--- config.mk ---
export PLATFORM = sky130hd
export DESIGN_NAME = ext_irq_ctrl
export DESIGN_NICKNAME = d
export VERILOG_FILES = /design/src/rtl/ext_irq_pkg.sv /design/src/rtl/ext_irq_ctrl.sv /design/src/rtl/pin_sync_detect.sv /design/src/rtl/src_arbiter.sv
export VERILOG_INCLUDE_DIRS = /design/src /design/src/rtl
export SDC_FILE = /design/constraint.sdc
export NUM_CORES = 1
export LEC_CHECK = 0
export ABC_CLOCK_PERIOD_IN_PS = 17600
export BUFFER_PORTS_ARGS = -buffer_cell sky130_fd_sc_hd__buf_2
export CAP_MARGIN = 10
export CORE_UTILIZATION = 39
export CTS_CLUSTER_DIAMETER = 50
export DETAILED_ROUTE_END_ITERATION = 8
export GPL_TIMING_DRIVEN = 0
export HOLD_SLACK_MARGIN = 0.1
export PLACE_DENSITY = 0.64
export SLEW_MARGIN = 30
export SYNTH_ARGS = -nofsm -noshare
export SYNTH_HDL_FRONTEND = slang
export SYNTH_HIERARCHICAL = 1
export SYNTH_SLANG_ARGS = --single-unit
--- constraint.sdc ---
create_clock -name aclk -period 17.6 [get_ports aclk]
set_clock_uncertainty 0.2 [all_clocks]
set_input_delay 3.52 -clock aclk [delete_from_list [all_inputs] [get_ports aclk]]
set_output_delay 3.52 -clock aclk [all_outputs]
set_load 0.1 [all_outputs]
--- src/rtl/ext_irq_defines.svh ---
// Register map, reset values, field positions, encodings and timing of the
// external request block.
// Assumes inclusion by bare name from every file that needs a constant.
`ifndef EXT_IRQ_DEFINES_SVH
`define EXT_IRQ_DEFINES_SVH

// ----------------------------------------------------------------------
// Register byte offsets
// ----------------------------------------------------------------------
`define OFF_FLAGS 8'h00
`define OFF_WAKE_EN 8'h04
`define OFF_SENSE 8'h08
`define OFF_PIN_EN 8'h0C
`define OFF_CTRL 8'h10
`define OFF_PRIO 8'h14
`define OFF_STATUS 8'h18

// ----------------------------------------------------------------------
// Reset values
// ----------------------------------------------------------------------
`define RST_FLAGS 8'h00
`define RST_WAKE_EN 8'h07
`define RST_SENSE 16'h0000
`define RST_PIN_EN 8'h00
`define RST_PRIO 27'h0000000

// ----------------------------------------------------------------------
// Field positions
// ----------------------------------------------------------------------
`define CTRL_NMI_EDGE 0
`define CTRL_MODE_LO 4
`define CTRL_MODE_HI 5
`define CTRL_PERI_EN 8
`define LVL_W 3
`define STAT_SETTLE 9
`define STAT_STANDBY 8

// ----------------------------------------------------------------------
// Encodings
// ----------------------------------------------------------------------
`define SENSE_LOW 2'h0
`define SENSE_FALL 2'h1
`define SENSE_RISE 2'h2
`define SENSE_BOTH 2'h3
`define MODE_PRIO 2'h2
`define RESP_OKAY 2'h0
`define RESP_SLVERR 2'h2

// ----------------------------------------------------------------------
// Vectors and sources
// ----------------------------------------------------------------------
`define VEC_NMI 8'h07
`define VEC_PIN0 8'h10
`define VEC_PERI 8'h21
`define NUM_PINS 8
`define NUM_SRC 10
`define SRC_NMI 0
`define SRC_PERI 9

// ----------------------------------------------------------------------
// Timing
// ----------------------------------------------------------------------
`define CLK_MHZ 125
`define SETTLE_NS 10000
`define SETTLE_W 11

`endif

--- src/rtl/ext_irq_pkg.sv ---
// Types shared by the external request block.
// Assumes ext_irq_defines.svh supplies every number.
`include "ext_irq_defines.svh"

package ext_irq_pkg;

  // ----------------------------------------------------------------------
  // Types
  // ----------------------------------------------------------------------
  // Standby release sequencing
  typedef enum logic [0:0] {WAKE_IDLE, WAKE_SETTLE} wake_state_e;

  // Per-source priority level
  typedef logic [`LVL_W-1:0] level_t;

  // Pin synchroniser state
  typedef struct packed {
    logic [8:0] meta;
    logic [8:0] sync;
    logic [8:0] prev;
  } sync_s;

endpackage : ext_irq_pkg

--- src/rtl/ext_irq_ctrl.sv ---
// External request flags, sense control, standby release and forwarding
// of the winning request to the CPU, with an AXI4-Lite register slave.
// Assumes a CPU that pulses exc_ack with the vector it is handling and a
// standby level from the power controller; one clock, synchronous reset.
`timescale 1ns/1ns
`include "ext_irq_defines.svh"

module ext_irq_ctrl (
  input wire logic aclk,
  input wire logic aresetn,
  // AXI4-Lite write address
  input wire logic [7:0] s_axi_awaddr,
  input wire logic s_axi_awvalid,
  output logic s_axi_awready,
  // AXI4-Lite write data
  input wire logic [31:0] s_axi_wdata,
  input wire logic [3:0] s_axi_wstrb,
  input wire logic s_axi_wvalid,
  output logic s_axi_wready,
  // AXI4-Lite write response
  output logic [1:0] s_axi_bresp,
  output logic s_axi_bvalid,
  input wire logic s_axi_bready,
  // AXI4-Lite read address
  input wire logic [7:0] s_axi_araddr,
  input wire logic s_axi_arvalid,
  output logic s_axi_arready,
  // AXI4-Lite read data
  output logic [31:0] s_axi_rdata,
  output logic [1:0] s_axi_rresp,
  output logic s_axi_rvalid,
  input wire logic s_axi_rready,
  // Pins and system
  input wire logic [7:0] external_request_pin,
  input wire logic nmi_pin,
  input wire logic peri_req,
  input wire logic sw_standby,
  // CPU side
  input wire logic exc_ack,
  input wire logic [7:0] exc_vector,
  output logic irq_req,
  output logic [7:0] irq_vector,
  output logic [15:0] irq_vector_addr,
  output logic [2:0] irq_level,
  output logic nmi_req,
  output logic standby_wake
);

  // Settling time in cycles, rounded up
  localparam int SETTLE_CYC = (`SETTLE_NS * `CLK_MHZ + 999) / 1000;

  // ----------------------------------------------------------------------
  // State
  // ----------------------------------------------------------------------
  typedef struct packed {
    logic aw_got;                     // Write address held
    logic [7:0] awaddr;
    logic w_got;                      // Write data held
    logic [31:0] wdata;
    logic [3:0] wstrb;
    logic awready;
    logic wready;
    logic bvalid;
    logic [1:0] bresp;
    logic arready;
    logic rvalid;
    logic [1:0] rresp;
    logic [31:0] rdata;
    logic [7:0] flags;                // external_request_flags
    logic [7:0] read_seen;            // Flag read while one
    logic nmi_flag;
    logic [7:0] wake_en;              // standby_wake_pin_enable
    logic [15:0] sense;               // sense_control_register
    logic [7:0] pin_en;               // pin_request_enable_register
    logic nmi_rise;                   // nonmaskable_edge_select
    logic [1:0] mode;                 // Interrupt control mode
    logic peri_en;                    // Internal source enable
    logic [26:0] prio;                // priority_level_register
    ext_irq_pkg::wake_state_e wake_st;
    logic [`SETTLE_W-1:0] settle_cnt;
    logic wake;
    logic irq_req;
    logic [7:0] irq_vec;
    logic [2:0] irq_lvl;
    logic nmi_req;
  } state_s;

  state_s st_r;
  state_s st_nxt;

  // Synchronised pin level and edges; bit 8 is the nonmaskable pin
  logic [8:0] pin_lvl;
  logic [8:0] pin_fall;
  logic [8:0] pin_rise;
  // Arbiter
  logic [`NUM_SRC-1:0] pend;
  logic win_valid;
  logic [3:0] win_idx;
  logic [2:0] win_lvl;

  // Vector of source index (index order follows vector order)
  function automatic logic [7:0] vector_of(input logic [3:0] idx);
    if (idx == 4'(`SRC_NMI)) begin
      vector_of = `VEC_NMI;
    end else if (idx == 4'(`SRC_PERI)) begin
      vector_of = `VEC_PERI;
    end else begin
      vector_of = `VEC_PIN0 + 8'(idx - 4'h1);
    end
  endfunction : vector_of

  // Detection event of one pin under its sense code
  function automatic logic sensed(input logic [1:0] code, input logic lvl,
      input logic fl, input logic rs);
    unique case (code)
      `SENSE_LOW: sensed = !lvl;
      `SENSE_FALL: sensed = fl;
      `SENSE_RISE: sensed = rs;
      `SENSE_BOTH: sensed = fl | rs;
    endcase
  endfunction : sensed

  // Byte-lane merge of a write into a register image, one strobe a byte
  function automatic logic [31:0] lane_merge(input logic [31:0] old,
      input logic [31:0] wd, input logic [3:0] strb);
    logic [31:0] m;
    m = {{8{strb[3]}}, {8{strb[2]}}, {8{strb[1]}}, {8{strb[0]}}};
    lane_merge = (old & ~m) | (wd & m);
  endfunction : lane_merge

  // ----------------------------------------------------------------------
  // Submodules
  // ----------------------------------------------------------------------
  // Pins read whatever their direction setting
  pin_sync_detect u_sync (
    .aclk(aclk),
    .aresetn(aresetn),
    .pins({nmi_pin, external_request_pin}),
    .level(pin_lvl),
    .fall(pin_fall),
    .rise(pin_rise)
  );

  // Pending set: flags gated by enables
  assign pend = {st_r.peri_en & peri_req, st_r.flags & st_r.pin_en, st_r.nmi_flag};

  src_arbiter u_arb (
    .pend(pend),
    .levels(st_r.prio),
    .level_mode(st_r.mode == `MODE_PRIO),
    .win_valid(win_valid),
    .win_idx(win_idx),
    .win_lvl(win_lvl)
  );

  // ----------------------------------------------------------------------
  // Next state
  // ----------------------------------------------------------------------
  always_comb begin
    logic [7:0] det;
    logic [7:0] set_ev;
    logic [7:0] clr;
    logic nmi_ev;
    det = '0;
    set_ev = '0;
    clr = '0;
    nmi_ev = 1'b0;
    st_nxt = st_r;

    // Per-pin detection, standby sampling gated by wake enable
    for (int i = 0; i < `NUM_PINS; i++) begin
      det[i] = sensed(st_r.sense[2*i +: 2], pin_lvl[i], pin_fall[i], pin_rise[i]);
      set_ev[i] = det[i] & (!sw_standby | st_r.wake_en[i]);
    end
    // Nonmaskable edge as selected
    nmi_ev = st_r.nmi_rise ? pin_rise[8] : pin_fall[8];

    // Write address and data, in either order
    if (s_axi_awvalid && st_r.awready) begin
      st_nxt.aw_got = 1'b1;
      st_nxt.awaddr = s_axi_awaddr;
    end
    if (s_axi_wvalid && st_r.wready) begin
      st_nxt.w_got = 1'b1;
      st_nxt.wdata = s_axi_wdata;
      st_nxt.wstrb = s_axi_wstrb;
    end
    if (st_r.aw_got && st_r.w_got && !st_r.bvalid) begin
      st_nxt.aw_got = 1'b0;
      st_nxt.w_got = 1'b0;
      st_nxt.bvalid = 1'b1;
      st_nxt.bresp = `RESP_OKAY;
      unique case (st_r.awaddr)
        `OFF_FLAGS: begin
          // Only zero written to a bit seen as one clears it
          if (st_r.wstrb[0]) begin
            clr = ~st_r.wdata[7:0] & st_r.read_seen;
          end
        end
        `OFF_WAKE_EN: st_nxt.wake_en = 8'(lane_merge(32'(st_r.wake_en), st_r.wdata, st_r.wstrb));
        `OFF_SENSE: st_nxt.sense = 16'(lane_merge(32'(st_r.sense), st_r.wdata, st_r.wstrb));
        `OFF_PIN_EN: st_nxt.pin_en = 8'(lane_merge(32'(st_r.pin_en), st_r.wdata, st_r.wstrb));
        `OFF_CTRL: begin
          if (st_r.wstrb[0]) begin
            st_nxt.nmi_rise = st_r.wdata[`CTRL_NMI_EDGE];
            st_nxt.mode = st_r.wdata[`CTRL_MODE_HI:`CTRL_MODE_LO];
          end
          if (st_r.wstrb[1]) begin
            st_nxt.peri_en = st_r.wdata[`CTRL_PERI_EN];
          end
        end
        `OFF_PRIO: st_nxt.prio = 27'(lane_merge(32'(st_r.prio), st_r.wdata, st_r.wstrb));
        `OFF_STATUS: st_nxt.bresp = `RESP_OKAY; // Read-only, write ignored
        default: begin
          st_nxt.bresp = `RESP_SLVERR;
        end
      endcase
    end
    st_nxt.bvalid = st_nxt.bvalid & ~(st_r.bvalid & s_axi_bready); // Response taken

    // Read channel
    if (s_axi_arvalid && st_r.arready) begin
      st_nxt.rvalid = 1'b1;
      st_nxt.rresp = `RESP_OKAY;
      st_nxt.rdata = '0;
      unique case (s_axi_araddr)
        `OFF_FLAGS: begin
          st_nxt.rdata[7:0] = st_r.flags;
          // Arms the zero-write clear for bits read as one
          st_nxt.read_seen = st_r.read_seen | st_r.flags;
        end
        `OFF_WAKE_EN: st_nxt.rdata[7:0] = st_r.wake_en;
        `OFF_SENSE: st_nxt.rdata[15:0] = st_r.sense;
        `OFF_PIN_EN: st_nxt.rdata[7:0] = st_r.pin_en;
        `OFF_CTRL: begin
          st_nxt.rdata[`CTRL_NMI_EDGE] = st_r.nmi_rise;
          st_nxt.rdata[`CTRL_MODE_HI:`CTRL_MODE_LO] = st_r.mode;
          st_nxt.rdata[`CTRL_PERI_EN] = st_r.peri_en;
        end
        `OFF_PRIO: st_nxt.rdata[26:0] = st_r.prio;
        `OFF_STATUS: begin
          st_nxt.rdata[7:0] = st_r.irq_vec;
          st_nxt.rdata[`STAT_STANDBY] = sw_standby;
          st_nxt.rdata[`STAT_SETTLE] = (st_r.wake_st == ext_irq_pkg::WAKE_SETTLE);
        end
        default: begin
          st_nxt.rresp = `RESP_SLVERR;
        end
      endcase
    end
    st_nxt.rvalid = st_nxt.rvalid & ~(st_r.rvalid & s_axi_rready); // Answer taken

    // Exception handling clears the flag of the vector taken
    if (exc_ack) begin
      for (int i = 0; i < `NUM_PINS; i++) begin
        if (exc_vector == vector_of(4'(i + 1))) begin
          // Edge modes always low level once its source let go
          clr[i] = clr[i] | (st_r.sense[2*i +: 2] != `SENSE_LOW) | pin_lvl[i];
        end
      end
      if (exc_vector == `VEC_NMI) begin
        st_nxt.nmi_flag = 1'b0;
      end
    end
    if (nmi_ev) begin
      st_nxt.nmi_flag = 1'b1; // Set wins over clear
    end

    // Flags: a set in the clearing cycle wins
    st_nxt.flags = (st_r.flags & ~clr) | set_ev;
    st_nxt.read_seen = st_nxt.read_seen & st_nxt.flags & ~clr;

    // Standby release: any enabled pin or the nonmaskable pin
    st_nxt.wake = 1'b0;
    unique case (st_r.wake_st)
      ext_irq_pkg::WAKE_IDLE: begin
        if (sw_standby && (nmi_ev || |(det & st_r.wake_en))) begin
          st_nxt.wake_st = ext_irq_pkg::WAKE_SETTLE;
          st_nxt.settle_cnt = '0;
        end
      end
      ext_irq_pkg::WAKE_SETTLE: begin
        if (st_r.settle_cnt == `SETTLE_W'(SETTLE_CYC - 1)) begin
          st_nxt.wake = 1'b1;
          st_nxt.wake_st = ext_irq_pkg::WAKE_IDLE;
        end else begin
          st_nxt.settle_cnt = st_r.settle_cnt + `SETTLE_W'(1);
        end
      end
    endcase

    // Forward the winner to the CPU
    st_nxt.irq_req = win_valid;
    st_nxt.irq_vec = win_valid ? vector_of(win_idx) : 8'h00;
    st_nxt.irq_lvl = win_valid ? win_lvl : 3'h0;
    st_nxt.nmi_req = st_r.nmi_flag;

    // Ready flags follow the held state
    st_nxt.awready = !st_nxt.aw_got && !st_nxt.bvalid;
    st_nxt.wready = !st_nxt.w_got && !st_nxt.bvalid;
    st_nxt.arready = !st_nxt.rvalid;
  end

  // ----------------------------------------------------------------------
  // State register
  // ----------------------------------------------------------------------
  always_ff @(posedge aclk) begin
    if (!aresetn) begin
      st_r <= '0;
      st_r.awready <= 1'b1;
      st_r.wready <= 1'b1;
      st_r.arready <= 1'b1;
      st_r.flags <= `RST_FLAGS;
      st_r.wake_en <= `RST_WAKE_EN;
      st_r.sense <= `RST_SENSE;
      st_r.pin_en <= `RST_PIN_EN;
      st_r.prio <= `RST_PRIO;
      st_r.wake_st <= ext_irq_pkg::WAKE_IDLE;
    end else begin
      st_r <= st_nxt;
    end
  end

  // ----------------------------------------------------------------------
  // Outputs, all straight from flops
  // ----------------------------------------------------------------------
  assign s_axi_awready = st_r.awready;
  assign s_axi_wready = st_r.wready;
  assign s_axi_bvalid = st_r.bvalid;
  assign s_axi_bresp = st_r.bresp;
  assign s_axi_arready = st_r.arready;
  assign s_axi_rvalid = st_r.rvalid;
  assign s_axi_rresp = st_r.rresp;
  assign s_axi_rdata = st_r.rdata;
  assign irq_req = st_r.irq_req;
  assign irq_vector = st_r.irq_vec;
  assign irq_vector_addr = {6'h00, st_r.irq_vec, 2'h0};
  assign irq_level = st_r.irq_lvl;
  assign nmi_req = st_r.nmi_req;
  assign standby_wake = st_r.wake;

endmodule : ext_irq_ctrl

--- src/rtl/pin_sync_detect.sv ---
// Synchronises the nine request pins and finds their edges.
// Assumes one clock; pins are treated as asynchronous inputs.
`timescale 1ns/1ns
`include "ext_irq_defines.svh"

module pin_sync_detect (
  input wire logic aclk,
  input wire logic aresetn,
  input wire logic [8:0] pins,
  output logic [8:0] level,
  output logic [8:0] fall,
  output logic [8:0] rise
);

  // All state of this module
  ext_irq_pkg::sync_s st_r;
  ext_irq_pkg::sync_s st_nxt;

  // --------------------------------------------------------------------
  // Next state: two flops deep, then one more for edge history
  // --------------------------------------------------------------------
  always_comb begin
    st_nxt = st_r;
    st_nxt.meta = pins;
    st_nxt.sync = st_r.meta; // First flop only feeds second
    st_nxt.prev = st_r.sync;
  end

  // Register the state; pins idle high
  always_ff @(posedge aclk) begin
    if (!aresetn) begin
      st_r <= '{meta: 9'h1FF, sync: 9'h1FF, prev: 9'h1FF};
    end else begin
      st_r <= st_nxt;
    end
  end

  // Clean single-cycle events from synchronised samples
  assign level = st_r.sync;
  assign fall = st_r.prev & ~st_r.sync;
  assign rise = ~st_r.prev & st_r.sync;

endmodule : pin_sync_detect

--- src/rtl/src_arbiter.sv ---
// Picks the pending source that wins under default or level priority.
// Assumes index order equals vector order, index 0 being nonmaskable.
`timescale 1ns/1ns
`include "ext_irq_defines.svh"

module src_arbiter (
  input wire logic [`NUM_SRC-1:0] pend,
  input wire logic [`LVL_W*(`NUM_SRC-1)-1:0] levels,
  input wire logic level_mode,
  output logic win_valid,
  output logic [3:0] win_idx,
  output logic [`LVL_W-1:0] win_lvl
);

  // Level of maskable source i (1..9)
  function automatic ext_irq_pkg::level_t lvl_of(input logic [3:0] i,
      input logic [`LVL_W*(`NUM_SRC-1)-1:0] lv);
    lvl_of = lv[(i - 4'h1) * `LVL_W +: `LVL_W];
  endfunction : lvl_of

  // ----------------------------------------------------------------------
  // Selection
  // ----------------------------------------------------------------------
  always_comb begin
    win_valid = 1'b0;
    win_idx = 4'h0;
    win_lvl = '0;
    if (pend[`SRC_NMI]) begin
      // Nonmaskable always first
      win_valid = 1'b1;
      win_lvl = '1;
    end else begin
      for (int i = 1; i < `NUM_SRC; i++) begin
        if (pend[i]) begin
          // Strict greater keeps the smaller vector on a tie
          if (!win_valid || (level_mode && lvl_of(4'(i), levels) > win_lvl)) begin
            win_valid = 1'b1;
            win_idx = 4'(i);
            win_lvl = lvl_of(4'(i), levels);
          end
        end
      end
    end
  end

endmodule : src_arbiter
==> impl_results.md <==
- Status: completed
- CTS tree: done
- Port-buffer cells: roughly 120
- Starting density of the core: 39.7%
- Iteration-0 DRC Markers: between 800 and 900
- Layout cells sized above 1: between 10% and 20%
- Post_cts resized: 0
- Finished Core Util: between 40% and 50%
- Peak supply drop: 53.1 uV
- Total wire length: 29400 um
- Worst-path maximum fanout: 10
- Most common cell on crit path: ha_1
- Fin. max-slew vios: 0
- Hold WC Path Type: flip-flop to flip-flop
- Total power draw: approximately 1.1 mW
- Fill cells: 2634
- Clock Sink Count: 206
- Number of global-route vias before repair: ~8500
- Clk_lat worst skew: roughly 0.53 ns
- # diodes: 0
- Hold Vio Cnt, Final: 0
- Synth Cell Area: slightly above 10000 um^2
- Deepest clock path buffer count: 3
- Mapped Cells: 1234
- RSZ-0062 raised after global routing: no
- Leak: 5.30 nW
- Worst stage delay on the critical path: roughly 0.61 ns
- TritonRoute pass-1 iters: 5
- Max transition margin: 38.7%
- H-tree Lvls: 1
- CP Capture Type: flip-flop
- Chip width: between 150 and 200 um
- Number of vias after detailed routing: approximately 9200
- Max-capacitance violation count: 0
- Post-route insts no fill: approximately 1800
- First-pass GRT wire length: around 46000 um
- Min Tclk post-route: 13.99 ns
- Layout Nets: about 1500
- Pwr Density: approximately 90 nW/um^2
- Die Span Y: between 150 and 200 um
- Fmax achieved: 0.0715 GHz
- Largest net degree at the start of global routing: 14
- Hpwl dp: roughly 23000 um
- Die Area: approximately 27000 um^2
- Initial antenna violation count: 0
- # setup viols final: 0
- Area added between synthesis and finish: 18.8%
- Wirelength per Cell: 16.7 um
- TNS Setup: 0 ns
- Worst Setup Start Kind: flip-flop
- Setup CP Type: flip-flop to flip-flop
- Core Rows: 59
- Slowest library cell on the worst path: a21boi_1
- Hold-fix buffers at CTS: 0
- Placed insts: 1710
- DRC violations left: 0
- GPL Wtd Cong: between 0.9 and 1
- GRT overflow: 0
- Avg Cell Area, Syn: approximately 8.4 um^2
- Postcts setup bufs: 0
- GR Util All Layers: roughly 22%
- Post-DR vias/cell: about 5.3
- I/O pin cnt: 150
- Final WS setup: 3.61 ns
- Pre-CTS setup slack: 3.82 ns
- WP data arrival: between 10 and 15 ns
- Clock Pin Slew Worst Setup and Hold Paths: around 0.060 ns
- Tcrit/Tclk final: 79.5%
- Worst-margin pin slew: 0.911 ns
- Cts bufs inserted: 25
- Core area: ~26000 um^2
- Final antenna-violating net count: 0
- CP Data Required Time: around 18 ns
- Syn. warnings: 6
- Root Driver: clkbuf_16
[placed cells by master (no fill, tap or decap), drive strengths merged, types with 7 or more instances in the layout]
cell	instances
a21boi	20
mux2i	48
nand2	192
nor2b	31
inv	45
clkbuf	67
ha	29
o211a	8
nor3	32
a311oi	8
dfxtp	206
nand2b	25
o21ai	37
and2	20
a22oi	11
and3	11
conb	19
a221oi	12
o211ai	11
a31oi	9
a211oi	7
buf	214
a22o	14
nor2	80
a21oi	108
nand3	36
[per-stage QoR]
stage / area [um^2] / hold WS (ns)
2_1_floorplan: 10400 / 0.185
3_3_place_gp: 11400 / 0.193
3_5_place_dp: 11400 / 0.191
4_1_cts: 12300 / 0.205
5_1_grt: 12300 / 0.212
6_report: 12300 / 0.201
[worst paths after layout]
check	end	depth (start not counted)	slack [ns]	start
worst max-delay path	irq_vector[2]	60	3.61	st_r[98]
worst min-delay path	u_sync/level[8]	1	0.20	u_sync/st_nxt[17]
worst max register to register	irq_vector[2]	60	3.61	st_r[98]
worst min register to register	u_sync/level[8]	1	0.20	u_sync/st_nxt[17]
[worst max-delay path, delay by kind of cell, from the launching register on]
kind                       cells  cell delay, ns
DFF                            1            0.40
buffers and inverters          5            0.62
and+or+nand+nor               20            3.28
adders and majority gates      9            2.40
AOI/OAI and AO/OA             26            6.97
[layer usage]
layer	track usage, %	up-vias	share of wire, %
li1	-	4596	-
met1	30.8	4257	47
met2	34.7	336	44
met3	2.91	39	7.0
met4	4.71	0	1.6
met5	0	-	0
[area by class of cell]
cell class	count	area, um^2	share of cell area [%]
multi-input combinational	879	5340	43.5
sequential	206	4120	33.6
buffer	125	773	6.30
clock buffer	33	716	5.83
timing repair buffer	123	616	5.02
tap	335	419	3.42
inverter	42	158	1.28
clock inverter	11	125	1.02
[power breakdown]
group,switching [mW],internal (mW),total (mW)
Clock,0.203,0.316,0.519
Combinational,0.0889,0.0333,0.122
Sequential,0.0136,0.481,0.494
Total,0.306,0.830,1.14
Note: power is estimated with default switching activity, not from simulation.
